**config.mk**
```make
export PLATFORM = sky130hd
export DESIGN_NAME = rsq_rail_seq
export DESIGN_NICKNAME = d
export VERILOG_FILES = /design/src/pkg/rsq_pkg.sv /design/src/pkg/rsq_dly_if.sv /design/src/rsq_rail_seq.sv /design/src/rsq_edge_delay.sv
export SDC_FILE = /design/constraint.sdc
export NUM_CORES = 1
export LEC_CHECK = 0
export BUFFER_PORTS_ARGS = -buffer_cell sky130_fd_sc_hd__buf_2
export CAP_MARGIN = 15
export CORE_ASPECT_RATIO = 0.8
export CORE_UTILIZATION = 43
export DETAILED_ROUTE_END_ITERATION = 16
export PLACE_DENSITY = 0.73
export SLEW_MARGIN = 10
export SYNTH_ARGS = -nofsm -noshare
export SYNTH_HDL_FRONTEND = slang
export SYNTH_SLANG_ARGS = --single-unit
```
**constraint.sdc**
```tcl
create_clock -name I_REF_CLK -period 3.5 [get_ports I_REF_CLK]
set_clock_uncertainty 0.1 [all_clocks]
set_input_delay 0.525 -clock I_REF_CLK [delete_from_list [all_inputs] [get_ports I_REF_CLK]]
set_output_delay 0.525 -clock I_REF_CLK [all_outputs]
set_load 0.02 [all_outputs]
```
**src/pkg/rsq_pkg.sv**
```systemverilog
// Constants shared by the rail enable sequencing block
package rsq_pkg;

  // ****************************************
  // Register offsets
  // ****************************************
  localparam logic [7:0] RAIL5_DELAY_OFS  = 8'h15;
  localparam logic [7:0] RAIL6_MASK_OFS   = 8'h16;
  localparam logic [7:0] RAIL6_SOURCE_OFS = 8'h17;
  localparam logic [7:0] RAIL6_DELAY_OFS  = 8'h18;
  localparam logic [7:0] STATUS_OFS       = 8'h1F;

  // ****************************************
  // Field positions
  // ****************************************
  localparam int RISE_CODE_LSB   = 0;
  localparam int FALL_CODE_LSB   = 3;
  localparam int MASK_COMBO_BIT  = 1;
  localparam int MASK_B1_BIT     = 0;
  localparam int SOURCE_CODE_LSB = 2;
  localparam int STEP_SELECT_BIT = 5;

  // Byte positions of the power-on defaults in the OTP image
  localparam int OTP_RAIL5_DELAY_LSB  = 0;
  localparam int OTP_RAIL6_MASK_LSB   = 8;
  localparam int OTP_RAIL6_SOURCE_LSB = 16;
  localparam int OTP_RAIL6_DELAY_LSB  = 24;

  // ****************************************
  // Enable source codes
  // ****************************************
  typedef enum logic [2:0] {
    SRC_PIN1   = 3'b000,
    SRC_PIN2   = 3'b001,
    SRC_PIN5   = 3'b010,
    SRC_PIN4   = 3'b011,
    SRC_PIN3   = 3'b100,
    SRC_PIN3_4 = 3'b101,
    SRC_PIN6   = 3'b110,
    SRC_ALWAYS = 3'b111
  } rsq_src_e;

  // ****************************************
  // Timing
  // ****************************************
  localparam int CLK_PERIOD_NS = 40;
  localparam int MS_NS         = 1000000;
  localparam int CYC_PER_MS    = MS_NS / CLK_PERIOD_NS;

  // Edge delay in milliseconds for each three-bit code
  localparam logic [6:0] DLY_MS_TBL [0:7] = '{7'h00, 7'h02, 7'h04, 7'h08, 7'h10, 7'h18, 7'h20, 7'h40};

endpackage

```
**src/pkg/rsq_dly_if.sv**
```systemverilog
// Request and result of one edge delay unit
`timescale 1ns/1ps
interface rsq_dly_if;
  logic       req;
  logic [2:0] rise_code;
  logic [2:0] fall_code;
  logic       en;
  logic       busy;

  modport ctrl (output req, output rise_code, output fall_code, input en, input busy);
  modport unit (input req, input rise_code, input fall_code, output en, output busy);
endinterface

```
**src/rsq_rail_seq.sv**
```systemverilog
// Rail six enable decision and edge delays of step-down rails five and six
// Behaviour
// Rail five's enable falls after the delay coded in its bits 5:3 (0, 2, 4, 8, 16, 24, 32 or 64 ms).
// Rail five's enable rises after the delay coded in its bits 2:0, same table.
// Rail six's source code at bits 4:2 picks pin 1, 2, 5, 4, 3, pins 3 and 4, or pin 6.
// Source code 111 feeds a constant one, so rail six needs no pin.
// A mask bit of 0 lets that rail's power good gate rail six, a 1 removes it.
// Mask register bits 7 to 0 stand for linear a3, a2, switch a1 and rails five to one.
// Source register bit 1 masks the switch b2 / linear a1 power good, bit 0 switch b1's.
// Source register bit 5 selects 10 mV steps at 0 and 25 mV steps at 1 for rail six.
// Software should leave the step select alone at run time and set it only through OTP.
// A rail enables only with its source true, all unmasked power goods good, after its rise delay.
// All configuration bytes reset to OTP defaults and are readable and writable.
//
// The strobed register port is this design's own decision.
`timescale 1ns/1ps
module rsq_rail_seq #(
  parameter int P_CYC_PER_MS = rsq_pkg::CYC_PER_MS
) (
  input  wire logic        I_REF_CLK,
  input  wire logic        I_RST_N,
  input  wire logic [7:0]  I_ADDR,
  input  wire logic [7:0]  I_WDATA,
  input  wire logic        I_WR,
  input  wire logic        I_RD,
  output logic      [7:0]  O_RDATA,
  input  wire logic [31:0] I_OTP_DEFAULTS,
  input  wire logic [5:0]  I_CTL_PIN,
  input  wire logic [9:0]  I_POWER_GOOD,
  input  wire logic        I_RAIL5_EN_REQ,
  output logic             O_RAIL5_EN,
  output logic             O_RAIL6_EN,
  output logic             O_RAIL6_STEP_25MV
);
  import rsq_pkg::*;

  logic [7:0]  r5_dly_reg;
  logic [7:0]  r5_dly_next;
  logic [7:0]  r6_mask_reg;
  logic [7:0]  r6_mask_next;
  logic [7:0]  r6_src_reg;
  logic [7:0]  r6_src_next;
  logic [7:0]  r6_dly_reg;
  logic [7:0]  r6_dly_next;
  logic [7:0]  rdata_reg;
  logic [7:0]  rdata_next;
  logic [15:0] pin_meta_reg;
  logic [15:0] pin_sync_reg;
  logic [5:0]  ctl_s;
  logic [9:0]  pg_s;
  logic [9:0]  pg_mask;
  logic        pg_ok;
  logic        src_on;
  rsq_src_e    src_code;

  rsq_dly_if r5_if ();
  rsq_dly_if r6_if ();

  // ****************************************
  // Pin synchronisers
  // ****************************************
  // Control pins and power goods are asynchronous to the reference clock
  always_ff @(posedge I_REF_CLK)
  begin
    if (!I_RST_N)
    begin
      pin_meta_reg <= 16'h0000;
      pin_sync_reg <= 16'h0000;
    end
    else
    begin
      pin_meta_reg <= {I_POWER_GOOD, I_CTL_PIN};
      pin_sync_reg <= pin_meta_reg;
    end
  end

  assign ctl_s = pin_sync_reg[5:0];
  assign pg_s  = pin_sync_reg[15:6];

  // ****************************************
  // Register file
  // ****************************************
  always_comb
  begin
    r5_dly_next  = r5_dly_reg;
    r6_mask_next = r6_mask_reg;
    r6_src_next  = r6_src_reg;
    r6_dly_next  = r6_dly_reg;
    rdata_next   = 8'h00;
    if (I_WR)
    begin
      case (I_ADDR)
        RAIL5_DELAY_OFS:  r5_dly_next  = I_WDATA;
        RAIL6_MASK_OFS:   r6_mask_next = I_WDATA;
        RAIL6_SOURCE_OFS: r6_src_next  = I_WDATA;
        RAIL6_DELAY_OFS:  r6_dly_next  = I_WDATA;
        default:          r5_dly_next  = r5_dly_reg;
      endcase
    end
    if (I_RD)
    begin
      case (I_ADDR)
        RAIL5_DELAY_OFS:  rdata_next = r5_dly_reg;
        RAIL6_MASK_OFS:   rdata_next = r6_mask_reg;
        RAIL6_SOURCE_OFS: rdata_next = r6_src_reg;
        RAIL6_DELAY_OFS:  rdata_next = r6_dly_reg;
        STATUS_OFS:       rdata_next = {3'h0, r6_if.busy, r5_if.busy, src_on & pg_ok, r6_if.en, r5_if.en};
        default:          rdata_next = 8'h00;
      endcase
    end
  end

  // Synchronous reset, so loading the OTP image here is a clocked capture
  always_ff @(posedge I_REF_CLK)
  begin
    if (!I_RST_N)
    begin
      r5_dly_reg  <= I_OTP_DEFAULTS[OTP_RAIL5_DELAY_LSB +: 8];
      r6_mask_reg <= I_OTP_DEFAULTS[OTP_RAIL6_MASK_LSB +: 8];
      r6_src_reg  <= I_OTP_DEFAULTS[OTP_RAIL6_SOURCE_LSB +: 8];
      r6_dly_reg  <= I_OTP_DEFAULTS[OTP_RAIL6_DELAY_LSB +: 8];
      rdata_reg   <= 8'h00;
    end
    else
    begin
      r5_dly_reg  <= r5_dly_next;
      r6_mask_reg <= r6_mask_next;
      r6_src_reg  <= r6_src_next;
      r6_dly_reg  <= r6_dly_next;
      rdata_reg   <= rdata_next;
    end
  end

  assign O_RDATA = rdata_reg;

  // ****************************************
  // Rail six enable decision
  // ****************************************
  assign src_code = rsq_src_e'(r6_src_reg[SOURCE_CODE_LSB +: 3]);

  always_comb
  begin
    case (src_code)
      SRC_PIN1:   src_on = ctl_s[0];
      SRC_PIN2:   src_on = ctl_s[1];
      SRC_PIN5:   src_on = ctl_s[4];
      SRC_PIN4:   src_on = ctl_s[3];
      SRC_PIN3:   src_on = ctl_s[2];
      SRC_PIN3_4: src_on = ctl_s[2] & ctl_s[3];
      SRC_PIN6:   src_on = ctl_s[5];
      SRC_ALWAYS: src_on = 1'b1;
      default:    src_on = 1'b1;
    endcase
  end

  // Power good order: rails 1-5, switch a1, linear a2, linear a3, switch b1, b2/a1 combo
  assign pg_mask = {r6_src_reg[MASK_COMBO_BIT], r6_src_reg[MASK_B1_BIT], r6_mask_reg};
  assign pg_ok   = &(pg_s | pg_mask);

  assign r6_if.req       = src_on & pg_ok;
  assign r6_if.rise_code = r6_dly_reg[RISE_CODE_LSB +: 3];
  assign r6_if.fall_code = r6_dly_reg[FALL_CODE_LSB +: 3];

  // Rail five's source and mask selection live outside this block
  assign r5_if.req       = I_RAIL5_EN_REQ;
  assign r5_if.rise_code = r5_dly_reg[RISE_CODE_LSB +: 3];
  assign r5_if.fall_code = r5_dly_reg[FALL_CODE_LSB +: 3];

  rsq_edge_delay #(.P_CYC_PER_MS(P_CYC_PER_MS)) u_rail5_delay (
    .i_clk   (I_REF_CLK),
    .i_rst_n (I_RST_N),
    .bus     (r5_if.unit)
  );

  rsq_edge_delay #(.P_CYC_PER_MS(P_CYC_PER_MS)) u_rail6_delay (
    .i_clk   (I_REF_CLK),
    .i_rst_n (I_RST_N),
    .bus     (r6_if.unit)
  );

  assign O_RAIL5_EN = r5_if.en;
  assign O_RAIL6_EN = r6_if.en;
  // Changing the step select with the rail live shifts its voltage at once
  assign O_RAIL6_STEP_25MV = r6_src_reg[STEP_SELECT_BIT];
endmodule // rsq_rail_seq

```
**src/rsq_edge_delay.sv**
```systemverilog
// Programmable rising and falling edge delay of one rail enable
`timescale 1ns/1ps
module rsq_edge_delay #(
  parameter int P_CYC_PER_MS = rsq_pkg::CYC_PER_MS
) (
  input wire logic i_clk,
  input wire logic i_rst_n,
  rsq_dly_if.unit  bus
);
  import rsq_pkg::*;

  localparam int PW = $clog2(P_CYC_PER_MS + 1);

  logic          out_reg;
  logic          out_next;
  logic [PW-1:0] pre_reg;
  logic [PW-1:0] pre_next;
  logic [6:0]    ms_reg;
  logic [6:0]    ms_next;
  logic [6:0]    target;

  // ****************************************
  // Delay counter
  // ****************************************
  // Prescaler restarts with each new edge, so the delay is exact, not off by a partial millisecond
  always_comb
  begin
    target   = out_reg ? DLY_MS_TBL[bus.fall_code] : DLY_MS_TBL[bus.rise_code];
    out_next = out_reg;
    pre_next = '0;
    ms_next  = '0;
    if (bus.req != out_reg)
    begin
      if (target == 7'h00)
        out_next = bus.req;
      else if (pre_reg == PW'(P_CYC_PER_MS - 1))
      begin
        // Greater-or-equal covers a code shortened while counting
        if (ms_reg >= target - 7'h01)
          out_next = bus.req;
        else
          ms_next = ms_reg + 7'h01;
      end
      else
      begin
        pre_next = pre_reg + PW'(1);
        ms_next  = ms_reg;
      end
    end
  end

  always_ff @(posedge i_clk)
  begin
    if (!i_rst_n)
    begin
      out_reg <= 1'b0;
      pre_reg <= '0;
      ms_reg  <= '0;
    end
    else
    begin
      out_reg <= out_next;
      pre_reg <= pre_next;
      ms_reg  <= ms_next;
    end
  end

  assign bus.en   = out_reg;
  assign bus.busy = (bus.req != out_reg);

  // ****************************************
  // Assertions
  // ****************************************
  int wait_cnt;

  always_ff @(posedge i_clk)
  begin
    if (!i_rst_n || bus.req == out_reg)
      wait_cnt <= 0;
    else
      wait_cnt <= wait_cnt + 1;
  end
endmodule // rsq_edge_delay

```
### After elaboration in Yosys (flattened, before gate mapping)

Memories as Yosys holds them, arrays and structs flattened.
Index checks and enable logic that the tools add are counted.

| word-level totals | value |
|---|---|
| flip-flop bits (word level) | 118 |
| ROM bits | 224 |
| output and inout port bits | 11 |
| logic and storage cells | 111 |
| memories kept | 4 |

Memories:

| memory | depth | bits a word | read ports | clocked after memory_dff | write ports | RTL line | text |
|---|---|---|---|---|---|---|---|
| (name not given) | 8 | 7 | 1 | 0 | 0 | rsq_edge_delay.sv:28 | `target = out_reg ? DLY_MS_TBL[bus.fall_code] : DLY_MS_TBL[bus.rise_code];` |
| (name not given) | 8 | 7 | 1 | 0 | 0 | rsq_edge_delay.sv:28 |  |
| (name not given) | 8 | 7 | 1 | 0 | 0 | rsq_edge_delay.sv:28 |  |
| (name not given) | 8 | 7 | 1 | 0 | 0 | rsq_edge_delay.sv:28 |  |

| cells by class | value |
|---|---|
| add/sub/neg operators | 6 |
| order comparisons | 6 |
| eq/ne operators | 21 |
| muxes and demuxes | 32 |
| bitwise operators | 10 |
| reductions and logical operators | 19 |

Operators with widths:

| operator | number |
|---|---|
| 2-to-1 mux 8 bit | 12 |
| 2-to-1 mux 7 bit | 12 |
| == test 8 x 5 -> 1 bit, second input constant | 5 |
| case mux 8 bit (5 select lines) | 1 |
| adder 15 x 1 -> 15 bit, second input constant | 2 |
| == test 15 bit, second input constant | 2 |
| greater-or-equal comparator 4 bit, second input constant | 4 |
| NOT 3 -> 4 bit | 4 |
| adder 7 x 1 -> 7 bit, second input constant | 2 |
| greater-or-equal comparator 7 bit | 2 |
| logical NOT 7 bit | 2 |
| subtractor 7 x 1 -> 7 bit, second input constant | 2 |
| == test 3 bit, second input constant | 4 |
| != test 2 x 1 -> 1 bit, second input constant | 5 |
| OR 10 bit | 1 |
| AND reduction 10 bit | 1 |
| AND reduction 2 bit | 5 |
| case mux 1 bit (8 select lines) | 1 |
| nonzero test 2 bit | 4 |
| OR reduction 4 bit | 2 |
| == test 3 x 2 -> 1 bit, second input constant | 2 |
| 2-to-1 mux 1 bit | 6 |
| AND reduction 3 bit | 2 |
| OR reduction 3 bit | 2 |
| other kinds (5) | 9 |

### Logic depth before layout (Yosys ltp)

| depth | value |
|---|---|
| depth in word-level cells | 10 |
| depth in mapped cells | 11 |
| mapped depth without buffers | 11 |

### Cells and area by module

From an unflattened synthesis, not the netlist that was laid out.

| second synthesis, totals | value |
|---|---|
| cells, all modules | 614 |
| area total of the unflattened synthesis | 5875.6 µm² |

Modules (own cells, without submodules):

| module | instances | cells each | area each (µm²) | seq. area each (µm²) |
|---|---|---|---|---|
| rsq_edge_delay | 2 | 174 | 1487.7 | 460.4 |
| rsq_rail_seq | 1 | 266 | 2900.3 | 1761.7 |

### Worst setup path before layout

Ideal clock, no wire load.

| path | value |
|---|---|
| path kind | input -> register |
| start | in I_ADDR[7] |
| end | reg r5_dly_reg[0], enable pin |
| data arrival time | 2.209 ns |
| data required time | 3.016 ns |
| path slack | 0.807 ns |
| stages on the path | 5 |
| path through | nor4b_1 -> and3_1 -> clkbuf_1 -> nand3_1 -> o21ai_0 |

| between the ends | value |
|---|---|
| word-level cells in the longest chain between the ends | 3 |

RTL lines:

| what | RTL line | text |
|---|---|---|
| start: declaration | rsq_rail_seq.sv:22 | `input wire logic [7:0] I_ADDR,` |
| == test 8 x 5 -> 1 bit | rsq_rail_seq.sv:92 | `case (I_ADDR)` |
| != test 2 x 1 -> 1 bit (no source line) | -- |  |
| AND reduction 2 bit (no source line) | -- |  |
| end signal: assignment | rsq_rail_seq.sv:118 | `r5_dly_reg <= I_OTP_DEFAULTS[OTP_RAIL5_DELAY_LSB +: 8];` |
| end signal: assignment | rsq_rail_seq.sv:126 | `r5_dly_reg <= r5_dly_next;` |
| end: declaration | rsq_rail_seq.sv:37 | `logic [7:0] r5_dly_reg;` |

Every way passes these cells.
A chain may end at the register's enable or synchronous reset.

### Final worst setup path

| path | value |
|---|---|
| start | reg r5_dly_reg[1] |
| end | reg u_rail5_delay.out_reg (netlist: u_rail5_delay.bus.en) |

| between the ends | value |
|---|---|
| word-level cells in the longest chain between the ends | 9 |

RTL lines:

| what | RTL line | text |
|---|---|---|
| NOT 3 -> 4 bit (not written as such) (*) | rsq_edge_delay.sv:28 |  |
| memory read (8 x 7 bit) (*) | -- |  |
| 2-to-1 mux 7 bit (not written as such) (*) (2 in a row) | rsq_edge_delay.sv:28 |  |
| 2-to-1 mux 7 bit (*) | rsq_edge_delay.sv:28 |  |
| subtractor 7 x 1 -> 7 bit | rsq_edge_delay.sv:39 | `if (ms_reg >= target - 7'h01)` |
| greater-or-equal comparator 7 bit | rsq_edge_delay.sv:39 |  |
| nonzero test 2 bit (no source line) | -- |  |
| AND reduction 3 bit (no source line) | -- |  |
| end signal: assignment | rsq_edge_delay.sv:62 | `out_reg <= out_next;` |
| end: declaration | rsq_edge_delay.sv:14 | `logic out_reg;` |

Every way passes the cells marked *; elsewhere a longest branch is shown, timed or not. The select of a mux whose other input is x is not followed.

==> out/summary.txt <==
Hold_buf cts = 0
Filler instances = 1,107
Via density = 5.29
Worst Path Required = 3.75 ns
Register area share after synthesis = 0.483
Final Max Tran Viols = 0
Area of the multi-input gates = 2600 sq um
Vias = 4,503
Antenna violations before repair = 0
Proportion of layout cells with a drive suffix above 1 = 0.182
Crit path max fanout = 8
Nets = 753
Synth async-reset ratio = 0
H-tree levels = 4
Hpwl dp = 9460 um
Clk sinks = 118
TritonRoute pass-1 iters = 6
Cell taking the most area after synthesis = dfxtp_1
Post-CTS setup buffers = 0
Drt total wl = 12,900 um
Max-Cap Viols = 0
Most frequent cell after synthesis = dfxtp_1
Core box area = 12,400 sq um
Worst EP arrival = 3.09 ns
Compound-Gate Fraction of Synth Area = 0.146
Initial DRC Count = 248
Sw Ratio = 0.231
Final Util = 0.537
Cell area after synthesis = 5550 sq um
Synth Area in Simple Gates = 0.204
Yosys warns = 0
CP Launch Type = register
Synth cell types = 52
Int Power = 0.00268 W
Die Y = 104 um
DP Cell Count = 820
Leakage Power = 2.62 nW
EDFF count, synth = 32
IO Pins = 80
Clock network power share = 0.477
Routed wire per std cell = 15.2 um
Post-Synth Adder-Cell Area = 0.0361
# rows = 36
Final period util = 0.809
Total CTS buffers = 17
Initial Utilization = 0.448
Status = finished clean
PD cells = 523 nW/um^2
Synthesized instance count = 592
Top post-synthesis cells by count = dfxtp_1 (86), o21ai_0 (50), nand2_1 (48)
VDD IR-drop max = 348 uV
Crit. End Element = register
Peak Freq = 353 MHz
GRT Total Usage = 0.206
Non-Filler Instances = 852
Post-DRT Antenna Nets = 0
RSZ-0062 raised after global routing = false
Worst Hold Class = input port to register
Final setup viols = 0
Ys flop type = dfxtp_1
Synth Net Count = 677
Antenna Cells = 0
Final hold slack = 0.208 ns
Largest family of logic cells by synthesized area = simple AND/OR/NAND/NOR gates
Multiplexer area fraction after synthesis = 0.0241
Largest net degree at the start of global routing = 59
DRC viols = 0
TNS Setup = 0 ns
Sequential power share = 0.440
Sw power = 0.000803 W
Seq. cell area = 2680 sq um
Clock latency on the worst-skew pair = 0.42 ns
Critical setup path kind = register to register
Rel. slew slack = 0.565
Xor-xnor portion of the synthesized cell area = 0.0584
Total gr overflow = 0
Comb power frac = 0.083
Clock transition at the registers of the reported paths = 0.05 ns
CTS Root Cell = clkbuf_16
Routability congestion estimate = 0.886
Min cycle time layout = 2.83 ns
CTS tree = done
Number of global-route vias before repair = 4,201
Seq cells post-synth = 118
CTS resizes = 0
Syn Area/Cell = 9.38 sq um
Area Growth Syn to Fin = 19.8%
Hold Vio Cnt, Final = 0
Die Wd = 129 um
I/O Buffers = 79
First-pass GRT wire length = 21,100 um
Synth top area share = 0.310
Area contributors post-synth = dfxtp_1 (31%), edfxtp_1 (17%), o21ai_0 (4.5%)
Die area = 13,400 sq um
Worst-margin pin slew = 0.652 ns
Clock buffer depth = 2
## critical path, cell delays in order, from the launching register on
cell,delay [ns]
edfxtp_1,0.51
nand2_1,0.11
o21ai_0,0.08
o21ai_0,0.33
xnor2_1,0.14
ha_1,0.32
a2111o_1,0.41
o22ai_1,0.32
mux2_2,0.37
nand3_1,0.06
## through the flow
| step | total power, W | setup WS (ns) | area [sq um] |
|---|---|---|---|
| floorplan | 0.00173 | 0.807 | 5550 |
| global placement | 0.00183 | 0.894 | 6080 |
| detailed placement | 0.00184 | 0.767 | 6080 |
| CTS | 0.00352 | 0.738 | 6650 |
| global route | 0.00363 | 0.592 | 6650 |
| finish | 0.00348 | 0.669 | 6650 |
## worst paths after layout
path                              start                                end  slack, ns  cells past startpoint
min reg2reg  pin_meta_reg[1]$_SDFF_PN0_         pin_sync_reg[1]$_SDFF_PN0_       0.33                      1
max reg2reg     r5_dly_reg[1]$_DFFE_PP_  u_rail5_delay.bus.en$_SDFFE_PN0P_       0.67                      9
max             r5_dly_reg[1]$_DFFE_PP_  u_rail5_delay.bus.en$_SDFFE_PN0P_       0.67                      9
min                     I_POWER_GOOD[5]        pin_meta_reg[11]$_SDFF_PN0_       0.21                      2
## cell usage in the layout (no fill, tap or decap), types with 3 or more instances in the layout
master     instances
a31oi_1            3
clkbuf_1           5
o21a_1             6
buf_4              4
clkinv_2           3
nor2_1            35
o31ai_1            3
or3_1              3
a22o_1             4
ha_1              16
and4_1             8
o211ai_1           4
a21oi_1           26
nand4_1           10
clkbuf_16         17
a32oi_1            6
xor2_1            17
nor3_1            16
a222oi_1           3
nand2_1           48
nor4bb_1           5
and3_1             7
o22ai_1            8
xnor2_1           20
mux2_2             9
a22oi_1            4
inv_1             43
dfxtp_1           86
o21ai_0           50
nand2b_1           5
buf_2             79
edfxtp_1          32
and2_1            36
nand3_1           29
## layer usage
metal | GRT usage | vias to the layer above | routed length [um]
met4 | 0.0689 | 0 | 205
met3 | 0.0702 | 16 | 863
met5 | 0 | - | 0
met2 | 0.303 | 147 | 5770
met1 | 0.282 | 2087 | 6090
li1 | - | 2253 | -
## logic make-up (layout without fill, tap and decap cells)
logic type / after synthesis / count (layout)
and+or+nand+nor: 213 / 213
DFF: 118 / 118
muxes: 11 / 11
buffers and inverters: 69 / 158
AOI/OAI and AO/OA: 128 / 128
adders and majority gates: 16 / 16
xor gates and xnor gates: 37 / 37
## power groups by stage
stage / Sequential [W] / Clock (W) / Combinational [W]
final: 0.00153 / 0.00166 / 0.000288
after global routing: 0.00154 / 0.00177 / 0.000319
after CTS: 0.00153 / 0.00170 / 0.000288
after detailed placement: 0.00156 / 0 / 0.000285
after global placement: 0.00155 / 0 / 0.000278
after floorplan: 0.00153 / 0 / 0.000199
## cell type report
class | count | area share
Multi-Input combinational cell | 405 | 0.391
Tap cell | 171 | 0.0322
Clock buffer | 24 | 0.0709
Timing Repair Buffer | 83 | 0.0640
Inverter | 43 | 0.0243
Sequential cell | 118 | 0.403
Clock inverter | 8 | 0.0145
Power figures use the tool's default switching activity.
